<file path="src/shared/gas_pkg.sv">
// Shared constants and types for the gas sensor control logic.
package gas_pkg;
	localparam int PPM_W = 16;
	localparam int ADR_W = 8;
	localparam int DAT_W = 32;
	localparam int ERR_W = 8;

	// Register byte offsets on the Wishbone slave.
	localparam logic [7:0] REG_CTRL = 8'h00;
	localparam logic [7:0] REG_BG_TARGET = 8'h04;
	localparam logic [7:0] REG_PR_HI = 8'h14;
	localparam logic [7:0] REG_ERROR = 8'h18;
	localparam logic [7:0] REG_READING = 8'h1C;
	localparam logic [7:0] REG_STATUS = 8'h20;
	localparam logic [7:0] REG_ZERO_OFFSET = 8'h24;
	localparam logic [7:0] REG_OUT_CODES = 8'h28;

	// Configuration words, indexed from REG_BG_TARGET in steps of one word.
	localparam int CFG_N = 5;
	localparam int CFG_BG = 0;
	localparam int CFG_OV_LO = 1;
	localparam int CFG_OV_HI = 2;
	localparam int CFG_PR_LO = 3;
	localparam int CFG_PR_HI = 4;
	// Reset values: 400 ppm target, 0..4000 mV overview, 1000..5000 mV precise.
	localparam logic [15:0] CFG_RST [CFG_N] = '{16'h0190, 16'h0000, 16'h0FA0, 16'h03E8, 16'h1388};

	// Control and status bit positions.
	localparam int CTRL_ABC_EN = 0;
	localparam logic CTRL_ABC_EN_RST = 1'h1;
	localparam int STAT_OK = 0;
	localparam int STAT_LOWER = 1;
	localparam int STAT_UPPER = 2;
	localparam int STAT_CAL_BG = 3;
	localparam int STAT_CAL_ZERO = 4;
	localparam int STAT_RUN = 5;

	// Error byte bit positions; the sticky mask holds every bit software must clear.
	localparam int ERR_FATAL = 0;
	localparam int ERR_OFFSET = 1;
	localparam int ERR_ALGORITHM = 2;
	localparam int ERR_OUTPUT = 3;
	localparam int ERR_SELFDIAG = 4;
	localparam int ERR_RANGE = 5;
	localparam int ERR_MEMORY = 6;
	localparam int ERR_RESERVED = 7;
	localparam logic [7:0] ERR_STICKY_MASK = 8'h5D;

	// Concentrations in ppm.
	localparam logic [15:0] FULL_SCALE_PPM = 16'h07D0;
	localparam logic [15:0] ZERO_TARGET_PPM = 16'h0000;
	localparam logic [15:0] FRESH_AIR_PPM = 16'h0190;
	localparam logic [15:0] ABC_STEP_PPM = 16'h001E;
	localparam logic [15:0] LOWER_OFF_PPM = 16'h02BC;
	localparam logic [15:0] LOWER_ON_PPM = 16'h0320;
	localparam logic [15:0] UPPER_OFF_PPM = 16'h0384;
	localparam logic [15:0] UPPER_ON_PPM = 16'h03E8;
	localparam logic [15:0] RAW_MAX_DEF = 16'h3FFF;
	localparam logic [15:0] OFFSET_LIMIT_DEF = 16'h0400;

	// Timing: a one-second tick drives every slow count.
	localparam int CLK_PERIOD_NS = 10;
	localparam int TICK_PERIOD_NS = 1000000000;
	localparam int TICK_CYCLES_DEF = TICK_PERIOD_NS / CLK_PERIOD_NS;
	localparam int QUAL_TIME_S = 8;
	localparam int SELFTEST_TIME_S = 2;
	localparam int SECONDS_PER_HALF_DAY = 43200;
	localparam int ABC_PERIOD_HALF_DAYS = 15;
	localparam int ABC_PERIOD_S_DEF = ABC_PERIOD_HALF_DAYS * SECONDS_PER_HALF_DAY;

	typedef enum logic [1:0] {MODE_SELFTEST = 2'b00, MODE_RUN = 2'b01} mode_type;
	typedef enum logic [1:0] {NV_IDLE = 2'b00, NV_VERIFY = 2'b01} nvm_type;
endpackage

</file>
<file path="src/shared/level_if.sv">
// Concentration and threshold pair carried to a level alarm.
`timescale 1ns/100ps
`default_nettype none
interface level_if;
	logic [15:0] ppm;
	logic [15:0] thr_on;
	logic [15:0] thr_off;
	modport src(output ppm, output thr_on, output thr_off);
	modport sink(input ppm, input thr_on, input thr_off);
endinterface
`default_nettype wire

</file>
<file path="src/hw/switch_qualify.sv">
// Qualifies a grounded calibration switch after a persistent closure.
`timescale 1ns/100ps
`default_nettype none
module switch_qualify #(
	parameter int QUAL_TICKS = 8
)(
	input wire logic i_clk,
	input wire logic i_rst_n,
	input wire logic i_ce,
	input wire logic i_tick,
	input wire logic i_closed,
	output logic o_qualified
);
	// One extra tick because the first tick may fall just after the closure.
	localparam int CNT_W = $clog2(QUAL_TICKS + 2);
	localparam logic [CNT_W-1:0] CNT_DONE = CNT_W'(QUAL_TICKS + 1);

	logic [CNT_W-1:0] cnt;
	wire done = (cnt == CNT_DONE);

	// The count restarts on any release so a bounce never qualifies.
	always_ff @(posedge i_clk or negedge i_rst_n)
	begin
		if (!i_rst_n)
		begin
			cnt <= '0;
			o_qualified <= 1'b0;
		end
		else if (i_ce)
		begin
			if (!i_closed)
				cnt <= '0;
			else if (i_tick && !done)
				cnt <= cnt + 1'b1;
			o_qualified <= i_closed && done;
		end
	end
endmodule
`default_nettype wire

</file>
<file path="src/hw/level_alarm.sv">
// Hysteresis alarm driven by a concentration and a threshold pair.
`timescale 1ns/100ps
`default_nettype none
module level_alarm (
	input wire logic i_clk,
	input wire logic i_rst_n,
	input wire logic i_ce,
	level_if.sink lv,
	output logic o_alarm
);
	// Between the two thresholds the output holds, which stops chatter.
	always_ff @(posedge i_clk or negedge i_rst_n)
	begin
		if (!i_rst_n)
			o_alarm <= 1'b0;
		else if (i_ce)
		begin
			if (lv.ppm >= lv.thr_on)
				o_alarm <= 1'b1;
			else if (lv.ppm <= lv.thr_off)
				o_alarm <= 1'b0;
		end
	end
endmodule
`default_nettype wire

</file>
<file path="src/hw/gas_sensor_control_logic.sv">
// Control logic of a CO2 sensing module: scaling, alarms, calibration, baseline, errors.
//
// Chosen here: the placing of the registers and register access over Wishbone.
`timescale 1ns/100ps
`default_nettype none
module gas_sensor_control_logic #(
	parameter int TICK_CYCLES = gas_pkg::TICK_CYCLES_DEF,
	parameter int ABC_PERIOD_TICKS = gas_pkg::ABC_PERIOD_S_DEF,
	parameter logic [15:0] RAW_MAX = gas_pkg::RAW_MAX_DEF,
	parameter logic [15:0] OFFSET_LIMIT = gas_pkg::OFFSET_LIMIT_DEF
)(
	input wire logic i_clk,
	input wire logic i_rst_n,
	input wire logic i_ce,
	input wire logic i_wb_cyc,
	input wire logic i_wb_stb,
	input wire logic i_wb_we,
	input wire logic [gas_pkg::ADR_W-1:0] i_wb_adr,
	input wire logic [gas_pkg::DAT_W-1:0] i_wb_dat,
	input wire logic [3:0] i_wb_sel,
	output logic [gas_pkg::DAT_W-1:0] o_wb_dat,
	output logic o_wb_ack,
	input wire logic [gas_pkg::PPM_W-1:0] i_raw_ppm,
	input wire logic i_sample_valid,
	input wire logic i_probe_ok,
	input wire logic i_fatal_event,
	input wire logic i_algorithm_event,
	input wire logic i_background_cal_switch_n,
	input wire logic i_zero_cal_switch_n,
	output logic o_nvm_wr,
	output logic [15:0] o_nvm_wdata,
	input wire logic i_nvm_rvalid,
	input wire logic [15:0] i_nvm_rdata,
	output logic [15:0] o_overview_analog_out,
	output logic [15:0] o_precise_analog_out,
	output logic o_lower_level_alarm_out,
	output logic o_upper_level_alarm_out,
	output logic o_status,
	output logic [gas_pkg::ERR_W-1:0] o_error_code
);
	import gas_pkg::*;

	// Refuse settings that the counters cannot serve.
	if (TICK_CYCLES < 2 || ABC_PERIOD_TICKS < 2)
	begin : g_bad_timing
		$error("tick and baseline period must each be at least two");
	end

	localparam int PRE_W = $clog2(TICK_CYCLES);
	localparam int ABC_W = $clog2(ABC_PERIOD_TICKS);
	localparam int ST_W = $clog2(SELFTEST_TIME_S + 1);

	// Byte-lane merge of a 16-bit register with write data.
	function automatic logic [15:0] merge16(input logic [15:0] old, input logic [31:0] dat,
		input logic [3:0] sel);
		merge16 = {sel[1] ? dat[15:8] : old[15:8], sel[0] ? dat[7:0] : old[7:0]};
	endfunction

	// Saturate a wide signed value into a 16-bit signed zero constant.
	function automatic logic signed [15:0] sat16(input logic signed [17:0] v);
		if (v > 18'sh07FFF)
			sat16 = 16'sh7FFF;
		else if (v < -18'sh08000)
			sat16 = -16'sh8000;
		else
			sat16 = v[15:0];
	endfunction

	// Linear map of a concentration onto an output code between lo and hi.
	function automatic logic [15:0] scale(input logic [15:0] ppm, input logic [15:0] lo,
		input logic [15:0] hi);
		logic [15:0] p;
		logic [31:0] prod;
		p = (ppm > FULL_SCALE_PPM) ? FULL_SCALE_PPM : ppm;
		prod = 32'(p) * 32'(hi - lo);
		scale = (hi < lo) ? lo : lo + 16'(prod / 32'(FULL_SCALE_PPM));
	endfunction

	mode_type mode;
	nvm_type nv_state;
	logic [PRE_W-1:0] pre_cnt;
	logic tick;
	logic [ST_W-1:0] st_cnt;
	logic [ABC_W-1:0] abc_cnt;
	logic [15:0] abc_min;
	logic abc_seen;
	logic abc_en;
	logic [15:0] cfg [CFG_N];
	logic signed [15:0] zero_ofs;
	logic [15:0] reading;
	logic [7:0] sticky;
	logic range_err;
	logic ofs_err;
	logic [31:0] rd_word;
	logic [1:0] qual;
	level_if lower_lv();
	level_if upper_lv();

	// One-second time base for switch timing, self-test and the baseline period.
	wire pre_last = (pre_cnt == PRE_W'(TICK_CYCLES - 1));
	always_ff @(posedge i_clk or negedge i_rst_n)
	begin
		if (!i_rst_n)
		begin
			pre_cnt <= '0;
			tick <= 1'b0;
		end
		else if (i_ce)
		begin
			pre_cnt <= pre_last ? '0 : pre_cnt + 1'b1;
			tick <= pre_last;
		end
	end

	// Index 0 is the background switch, index 1 the zero switch; both close to ground.
	wire [1:0] sw_closed = {~i_zero_cal_switch_n, ~i_background_cal_switch_n};
	for (genvar gi = 0; gi < 2; gi++)
	begin : g_sw
		switch_qualify #(
			.QUAL_TICKS(QUAL_TIME_S)
		) u_qual (
			.i_clk(i_clk),
			.i_rst_n(i_rst_n),
			.i_ce(i_ce),
			.i_tick(tick),
			.i_closed(sw_closed[gi]),
			.o_qualified(qual[gi])
		);
	end

	// Wishbone decode; a request is taken once, in the cycle before ack rises.
	wire run = (mode == MODE_RUN);
	wire wb_req = i_wb_cyc && i_wb_stb && !o_wb_ack;
	wire wr_req = wb_req && i_wb_we;
	wire [7:0] cfg_off = i_wb_adr - REG_BG_TARGET;
	wire cfg_hit = (i_wb_adr >= REG_BG_TARGET) && (i_wb_adr <= REG_PR_HI)
		&& (i_wb_adr[1:0] == 2'h0);
	wire [2:0] cfg_idx = cfg_off[4:2];
	wire ctrl_wr = wr_req && (i_wb_adr == REG_CTRL) && i_wb_sel[0];
	wire err_wr = wr_req && (i_wb_adr == REG_ERROR) && i_wb_sel[0];
	wire ofs_bus_wr = wr_req && (i_wb_adr == REG_ZERO_OFFSET);

	// Calibration: the background switch wins if both are qualified at once.
	wire cal_bg = run && qual[0];
	wire cal_zero = run && qual[1] && !qual[0];
	wire [15:0] cal_target = qual[0] ? cfg[CFG_BG] : ZERO_TARGET_PPM;
	wire cal_wr = (cal_bg || cal_zero) && i_sample_valid;
	wire signed [15:0] cal_ofs = sat16($signed({2'h0, i_raw_ppm})
		- $signed({2'h0, cal_target}));

	// Baseline correction: drift of the period minimum, clamped to one step.
	wire abc_last = tick && (abc_cnt == ABC_W'(ABC_PERIOD_TICKS - 1));
	wire signed [17:0] drift = $signed({2'h0, abc_min}) - $signed({2'h0, FRESH_AIR_PPM});
	wire signed [17:0] step_hi = $signed({2'h0, ABC_STEP_PPM});
	wire signed [17:0] step = (drift > step_hi) ? step_hi
		: (drift < -step_hi) ? -step_hi : drift;
	wire abc_wr = run && abc_last && abc_en && abc_seen;
	wire signed [15:0] abc_ofs = sat16($signed({{2{zero_ofs[15]}}, zero_ofs}) + step);

	// A bus store beats a calibration, which beats a baseline step.
	wire ofs_wr = ofs_bus_wr || cal_wr || abc_wr;
	wire signed [15:0] next_zero_ofs = ofs_bus_wr ? merge16(zero_ofs, i_wb_dat, i_wb_sel)
		: cal_wr ? cal_ofs : abc_ofs;

	// Corrected reading, clamped to the unsigned concentration range.
	wire signed [17:0] corr = $signed({2'h0, i_raw_ppm}) - $signed({{2{zero_ofs[15]}}, zero_ofs});
	wire [15:0] next_reading = (corr < 18'sh0) ? 16'h0000
		: (corr > 18'sh0FFFF) ? 16'hFFFF : corr[15:0];

	// Checks feeding the error byte.
	wire [15:0] ofs_mag = zero_ofs[15] ? 16'(-zero_ofs) : zero_ofs;
	wire cfg_bad = (cfg[CFG_OV_HI] < cfg[CFG_OV_LO]) || (cfg[CFG_PR_HI] < cfg[CFG_PR_LO]);
	wire st_done = (mode == MODE_SELFTEST) && tick && (st_cnt == ST_W'(SELFTEST_TIME_S - 1));
	wire nv_bad = (nv_state == NV_VERIFY) && i_nvm_rvalid && (i_nvm_rdata != o_nvm_wdata);

	// Events that set the sticky error bits; the self-adjusting bits are not here.
	wire [7:0] err_set;
	assign err_set[ERR_FATAL] = i_fatal_event;
	assign err_set[ERR_OFFSET] = 1'b0;
	assign err_set[ERR_ALGORITHM] = i_algorithm_event;
	assign err_set[ERR_OUTPUT] = cfg_bad && (run || st_done);
	assign err_set[ERR_SELFDIAG] = st_done && !i_probe_ok;
	assign err_set[ERR_RANGE] = 1'b0;
	assign err_set[ERR_MEMORY] = nv_bad;
	assign err_set[ERR_RESERVED] = 1'b0;

	// Every present error shows at once in one byte.
	wire [7:0] auto_bits;
	assign auto_bits[ERR_OFFSET] = ofs_err;
	assign auto_bits[ERR_RANGE] = range_err;
	assign auto_bits[ERR_FATAL] = 1'b0;
	assign auto_bits[ERR_ALGORITHM] = 1'b0;
	assign auto_bits[ERR_OUTPUT] = 1'b0;
	assign auto_bits[ERR_SELFDIAG] = 1'b0;
	assign auto_bits[ERR_MEMORY] = 1'b0;
	assign auto_bits[ERR_RESERVED] = 1'b0;
	wire [7:0] err_code = (sticky & ERR_STICKY_MASK) | auto_bits;

	// Alarm thresholds travel with the reading to each hysteresis stage.
	assign lower_lv.ppm = reading;
	assign lower_lv.thr_on = LOWER_ON_PPM;
	assign lower_lv.thr_off = LOWER_OFF_PPM;
	assign upper_lv.ppm = reading;
	assign upper_lv.thr_on = UPPER_ON_PPM;
	assign upper_lv.thr_off = UPPER_OFF_PPM;

	level_alarm u_lower (
		.i_clk(i_clk),
		.i_rst_n(i_rst_n),
		.i_ce(i_ce),
		.lv(lower_lv.sink),
		.o_alarm(o_lower_level_alarm_out)
	);

	level_alarm u_upper (
		.i_clk(i_clk),
		.i_rst_n(i_rst_n),
		.i_ce(i_ce),
		.lv(upper_lv.sink),
		.o_alarm(o_upper_level_alarm_out)
	);

	// Mode sequencer: self-test first after reset, then normal running.
	always_ff @(posedge i_clk or negedge i_rst_n)
	begin
		if (!i_rst_n)
		begin
			mode <= MODE_SELFTEST;
			st_cnt <= '0;
		end
		else if (i_ce)
		begin
			case (mode)
				MODE_SELFTEST:
				begin
					if (tick)
						st_cnt <= st_cnt + 1'b1;
					if (st_done)
						mode <= MODE_RUN;
				end
				MODE_RUN:
					mode <= MODE_RUN;
				default:
					mode <= MODE_SELFTEST;
			endcase
		end
	end

	// Configuration words stand in flip-flops indexed by address; writable at any time.
	always_ff @(posedge i_clk or negedge i_rst_n)
	begin
		if (!i_rst_n)
		begin
			for (int k = 0; k < CFG_N; k++)
				cfg[k] <= CFG_RST[k];
			abc_en <= CTRL_ABC_EN_RST;
		end
		else if (i_ce)
		begin
			if (wr_req && cfg_hit)
				cfg[cfg_idx] <= merge16(cfg[cfg_idx], i_wb_dat, i_wb_sel);
			if (ctrl_wr)
				abc_en <= i_wb_dat[CTRL_ABC_EN];
		end
	end

	// Zero constant and corrected reading.
	always_ff @(posedge i_clk or negedge i_rst_n)
	begin
		if (!i_rst_n)
		begin
			zero_ofs <= '0;
			reading <= '0;
		end
		else if (i_ce)
		begin
			if (ofs_wr)
				zero_ofs <= next_zero_ofs;
			if (i_sample_valid)
				reading <= next_reading;
		end
	end

	// Baseline period: count seconds and track the lowest reading seen.
	always_ff @(posedge i_clk or negedge i_rst_n)
	begin
		if (!i_rst_n)
		begin
			abc_cnt <= '0;
			abc_min <= 16'hFFFF;
			abc_seen <= 1'b0;
		end
		else if (i_ce && run)
		begin
			if (abc_last)
			begin
				abc_cnt <= '0;
				abc_min <= 16'hFFFF;
				abc_seen <= 1'b0;
			end
			else
			begin
				if (tick)
					abc_cnt <= abc_cnt + 1'b1;
				if (i_sample_valid && next_reading < abc_min)
					abc_min <= next_reading;
				abc_seen <= abc_seen || i_sample_valid;
			end
		end
	end

	// Every store of the zero constant is written out, then checked on read-back.
	always_ff @(posedge i_clk or negedge i_rst_n)
	begin
		if (!i_rst_n)
		begin
			nv_state <= NV_IDLE;
			o_nvm_wr <= 1'b0;
			o_nvm_wdata <= '0;
		end
		else if (i_ce)
		begin
			o_nvm_wr <= ofs_wr;
			if (ofs_wr)
			begin
				o_nvm_wdata <= next_zero_ofs;
				nv_state <= NV_VERIFY;
			end
			else
			begin
				case (nv_state)
					NV_VERIFY:
						if (i_nvm_rvalid)
							nv_state <= NV_IDLE;
					NV_IDLE:
						nv_state <= NV_IDLE;
					default:
						nv_state <= NV_IDLE;
				endcase
			end
		end
	end

	// Error byte; a set in the same cycle as a software overwrite still wins.
	always_ff @(posedge i_clk or negedge i_rst_n)
	begin
		if (!i_rst_n)
		begin
			sticky <= '0;
			range_err <= 1'b0;
			ofs_err <= 1'b0;
		end
		else if (i_ce)
		begin
			if (err_wr)
				sticky <= (i_wb_dat[7:0] & ERR_STICKY_MASK) | err_set;
			else
				sticky <= sticky | err_set;
			if (run && i_sample_valid)
				range_err <= (i_raw_ppm > RAW_MAX) || !i_probe_ok;
			ofs_err <= ofs_mag > OFFSET_LIMIT;
		end
	end

	// Pin outputs are refreshed every cycle from the stored state.
	always_ff @(posedge i_clk or negedge i_rst_n)
	begin
		if (!i_rst_n)
		begin
			o_overview_analog_out <= CFG_RST[CFG_OV_LO];
			o_precise_analog_out <= CFG_RST[CFG_PR_LO];
			o_error_code <= '0;
			o_status <= 1'b1;
		end
		else if (i_ce)
		begin
			o_overview_analog_out <= scale(reading, cfg[CFG_OV_LO], cfg[CFG_OV_HI]);
			o_precise_analog_out <= scale(reading, cfg[CFG_PR_LO], cfg[CFG_PR_HI]);
			o_error_code <= err_code;
			o_status <= (err_code == 8'h00);
		end
	end

	// Register read selection; unmapped and unaligned addresses read as zero.
	always_comb
	begin
		rd_word = '0;
		if (cfg_hit)
			rd_word = {16'h0000, cfg[cfg_idx]};
		else
		begin
			case (i_wb_adr)
				REG_CTRL: rd_word[CTRL_ABC_EN] = abc_en;
				REG_ERROR: rd_word = {24'h00_0000, err_code};
				REG_READING: rd_word = {16'h0000, reading};
				REG_STATUS:
				begin
					rd_word[STAT_OK] = o_status;
					rd_word[STAT_LOWER] = o_lower_level_alarm_out;
					rd_word[STAT_UPPER] = o_upper_level_alarm_out;
					rd_word[STAT_CAL_BG] = cal_bg;
					rd_word[STAT_CAL_ZERO] = cal_zero;
					rd_word[STAT_RUN] = run;
				end
				REG_ZERO_OFFSET: rd_word = {{16{zero_ofs[15]}}, zero_ofs};
				REG_OUT_CODES: rd_word = {o_precise_analog_out, o_overview_analog_out};
				default: rd_word = '0;
			endcase
		end
	end

	// Wishbone answer: ack one cycle after the request, dropped the next cycle.
	always_ff @(posedge i_clk or negedge i_rst_n)
	begin
		if (!i_rst_n)
		begin
			o_wb_ack <= 1'b0;
			o_wb_dat <= '0;
		end
		else if (i_ce)
		begin
			o_wb_ack <= wb_req;
			if (wb_req && !i_wb_we)
				o_wb_dat <= rd_word;
		end
	end
endmodule
`default_nettype wire

</file>
<file path="config.mk">
export PLATFORM = sky130hd
export DESIGN_NAME = gas_sensor_control_logic
export DESIGN_NICKNAME = d
export VERILOG_FILES = /design/src/shared/gas_pkg.sv /design/src/shared/level_if.sv /design/src/hw/switch_qualify.sv /design/src/hw/level_alarm.sv /design/src/hw/gas_sensor_control_logic.sv
export SDC_FILE = /design/constraint.sdc
export NUM_CORES = 2
export LEC_CHECK = 0
export BUFFER_PORTS_ARGS = -buffer_cell sky130_fd_sc_hd__buf_2
export CORE_MARGIN = 5
export CORE_UTILIZATION = 35
export DETAILED_ROUTE_END_ITERATION = 10
export GPL_TIMING_DRIVEN = 0
export PLACE_DENSITY = 0.51
export SLEW_MARGIN = 20
export SYNTH_ARGS = -nofsm -noshare
export SYNTH_HDL_FRONTEND = slang
export SYNTH_SLANG_ARGS = --single-unit
export TNS_END_PERCENT = 30
</file>
<file path="constraint.sdc">
create_clock -name i_clk -period 62.5 [get_ports i_clk]
set_clock_uncertainty 0.1 [all_clocks]
set_input_delay 3.125 -clock i_clk [delete_from_list [all_inputs] [get_ports i_clk]]
set_output_delay 3.125 -clock i_clk [all_outputs]
set_load 0.005 [all_outputs]
</file>
==> flow_summary.ini <==
[clock_network]
postCtsSetupBuffers = 0
cts_tree = done
cts.root.buffer_cell = clkbuf_16
clk_latency_ns = 0.59
clkTransAtPathRegs_ns = 0.07
htree_num_levels = 1
cts_sinks = 275
cts_hold_buf = 0
clock_path_buffers = 3
numCtsBuffers = 28
ctsResizeCount = 0

[critical_path]
startpoint_type = register
cp.arrival_ns = 32.86
required_ns = 62.91
critPathKind = reg -> reg
crit_buf_inv = 8
crit_slowest_cell = o41ai_2
path_max_fanout = 10
cpMostUsedCell = a21o_1
cpPeakStageDelay_ns = 0.85
end_kind = register
cpLargestDelayFamily = compound AO/OA/AOI/OAI gates

[finish]
nets = 7392
synthToLayoutAreaGrowth_pct = 9.88
drive_gt1_share_pct = 8.55
antenna-diode-count = 0

[synth]
synth_top_area_share_pct = 17.1
synth_area_um2 = 49700
netlist_top_cells_area = fa_1 17%, dfrtp_1 12%, ha_1 9.5%, inv_1 5.0%, nand2_1 4.9%
synth_cell_types = 155
synth-edff-count = 0
synth_ff_type = dfrtp_1
ys_seq_area_share_pct = 14.0
synth_commonest_cells = 658 x inv_1, 652 x nand2_1, 557 x nor2_1
post-synth-top-count-cell = inv_1
async_reset_ff_share_pct = 100
synth_top_area_cell = fa_1
postSynthCellCount = 6149
synth.avg_cell_area_um2 = 8.08
synth-seq-cells = 275
yosys_warnings = 0

[global_route]
grt_pass1_wl_um = 264000
grtUsageMet2_pct = 35.1
track_usage_pct = 21.6
grt_pass1_vias = 45100
gr-total-overflow = 0
globalRoute.busiestLayer = met2
antenna_found_initial = 5
grt_util_met3_pct = 1.86
grt_max_degree = 84
grtUsageMet1_pct = 30.9

[sta]
rsz0062_at_grt = false
hold_viol_final = 0
fin_crit_sh_pct = 51.9
fin_crit_ns = 32.44
worst_slew_pin_slew_ns = 1.12
maxSlewHeadroom_pct = 23.5
finalSetupViolCount = 0
setup_tns_ns = 0
slew_viol_final = 0
fmax_mhz = 30.8

[placement]
dp_hpwl_um = 136000
io_buffers = 160
place.gp.congestion = 0.947

[run_status]
status = finished, final reports clean

[drt]
vias_per_cell = 5.47
ant_nets = 0
vias = 46000
wl_per_cell_um = 19.6
drc = 0
routed_wl_um = 165000
drt_pass1_iterations = 7
drtIter0Drc = 3490

[min_path]
hp-class = reg -> reg

[flow_run]
drv_cap = 0

[die]
rows = 138
die_h_um = 387
io_pins = 182
die_w_um = 387
initial_core_util_pct = 35.2
core_area_um2 = 141000
dieArea_um2 = 150000
-- area by class of cell --
| type | count | area, um2 |
|---|---|---|
| clock buffers | 35 | 798 |
| repair buffers | 163 | 893 |
| multi-input cells | 5105 | 39700 |
| plain buffers | 262 | 1160 |
| clock inverters | 17 | 245 |
| inverters | 666 | 2510 |
| flip-flops and latches | 275 | 6940 |
| fillers | 14900 | 86700 |
| well taps | 1890 | 2360 |
-- metal layers --
metal | wire length, um | vias to the layer above
met3 | 8550 | 209
li1 | - | 22100
met2 | 74600 | 1321
met5 | 27 | -
met1 | 77100 | 22400
met4 | 4760 | 4
-- state kept, by name, summed over array words and instances, names as in the netlist, 2 cells and up --
register                 count
abc_cnt                     20
abc_min                     16
cfg                         80
g_sw.u_qual.cnt              8
g_sw.u_qual.o_qualified      2
lower_lv.ppm                16
o_error_code                 7
o_nvm_wdata                 16
o_overview_analog_out       16
o_precise_analog_out        16
o_wb_dat                    32
pre_cnt                     27
st_cnt                       2
sticky                       5
-- logic make-up (layout without fill, tap and decap cells) --
kind of cell | count (synthesis) | count (layout) | share of synthesized area (%)
adder cells (fa/ha/maj) | 813 | 813 | 26.9
XOR/XNOR | 360 | 360 | 6.51
other | 2 | 161 | 0.0151
AO/OA/AOI/OAI | 1683 | 1683 | 23.6
flip-flops | 275 | 275 | 14.0
multiplexers | 159 | 159 | 3.42
buffers and inverters | 928 | 1143 | 7.38
AND/OR/NAND/NOR | 1929 | 1929 | 18.2
-- final timing paths --
path	from	endpoint	slack, ns	depth (start not counted)
max in group asynchronous	i_rst_n	o_precise_analog_out[7]	58.43	4
min	pre_cnt[6]	pre_cnt[6]	0.37	1
min in group asynchronous	i_rst_n	abc_cnt[2]	2.33	1
max reg2reg	cfg[49]	o_overview_analog_out[15]	30.06	107
min reg2reg	pre_cnt[6]	pre_cnt[6]	0.37	1
max	cfg[49]	o_overview_analog_out[15]	30.06	107
-- cell usage in the layout, fill, tap and decap left out, types with 52 or more instances in the layout --
cell type and count:
fa_1 425, inv_1 658, nand2_1 652, and3_1 62, a21oi_1 445, o211ai_1 59
and2_1 52, nor2_1 557, buf_2 199, xor2_1 133, conb_1 161, nand3_1 122
a211oi_1 54, nor3_1 138, clkbuf_1 176, xnor2_1 220, dfrtp_1 231, a21o_1 130
o21ai_0 342, o21bai_1 54, ha_1 377, mux2i_1 110
-- metrics by stage --
stage                     hold slack (ns)  worst slack, ns  cell area (um2)  utilization [%]  instances
after floorplan                     0.337            36.37            50300                -       6308
after global placement              0.354            30.48            53400             37.8       8358
after detailed placement            0.360            30.55            53500             37.9       8361
after CTS                           0.375            30.38            54600             38.6       8413
after global routing                0.396            27.96            54600             38.6       8413
final                               0.370            30.06            54600             38.6       8413
Power is left out: the tool's default activity adds up to more than one toggle a clock period on the data nets, which glitch-free logic cannot reach.
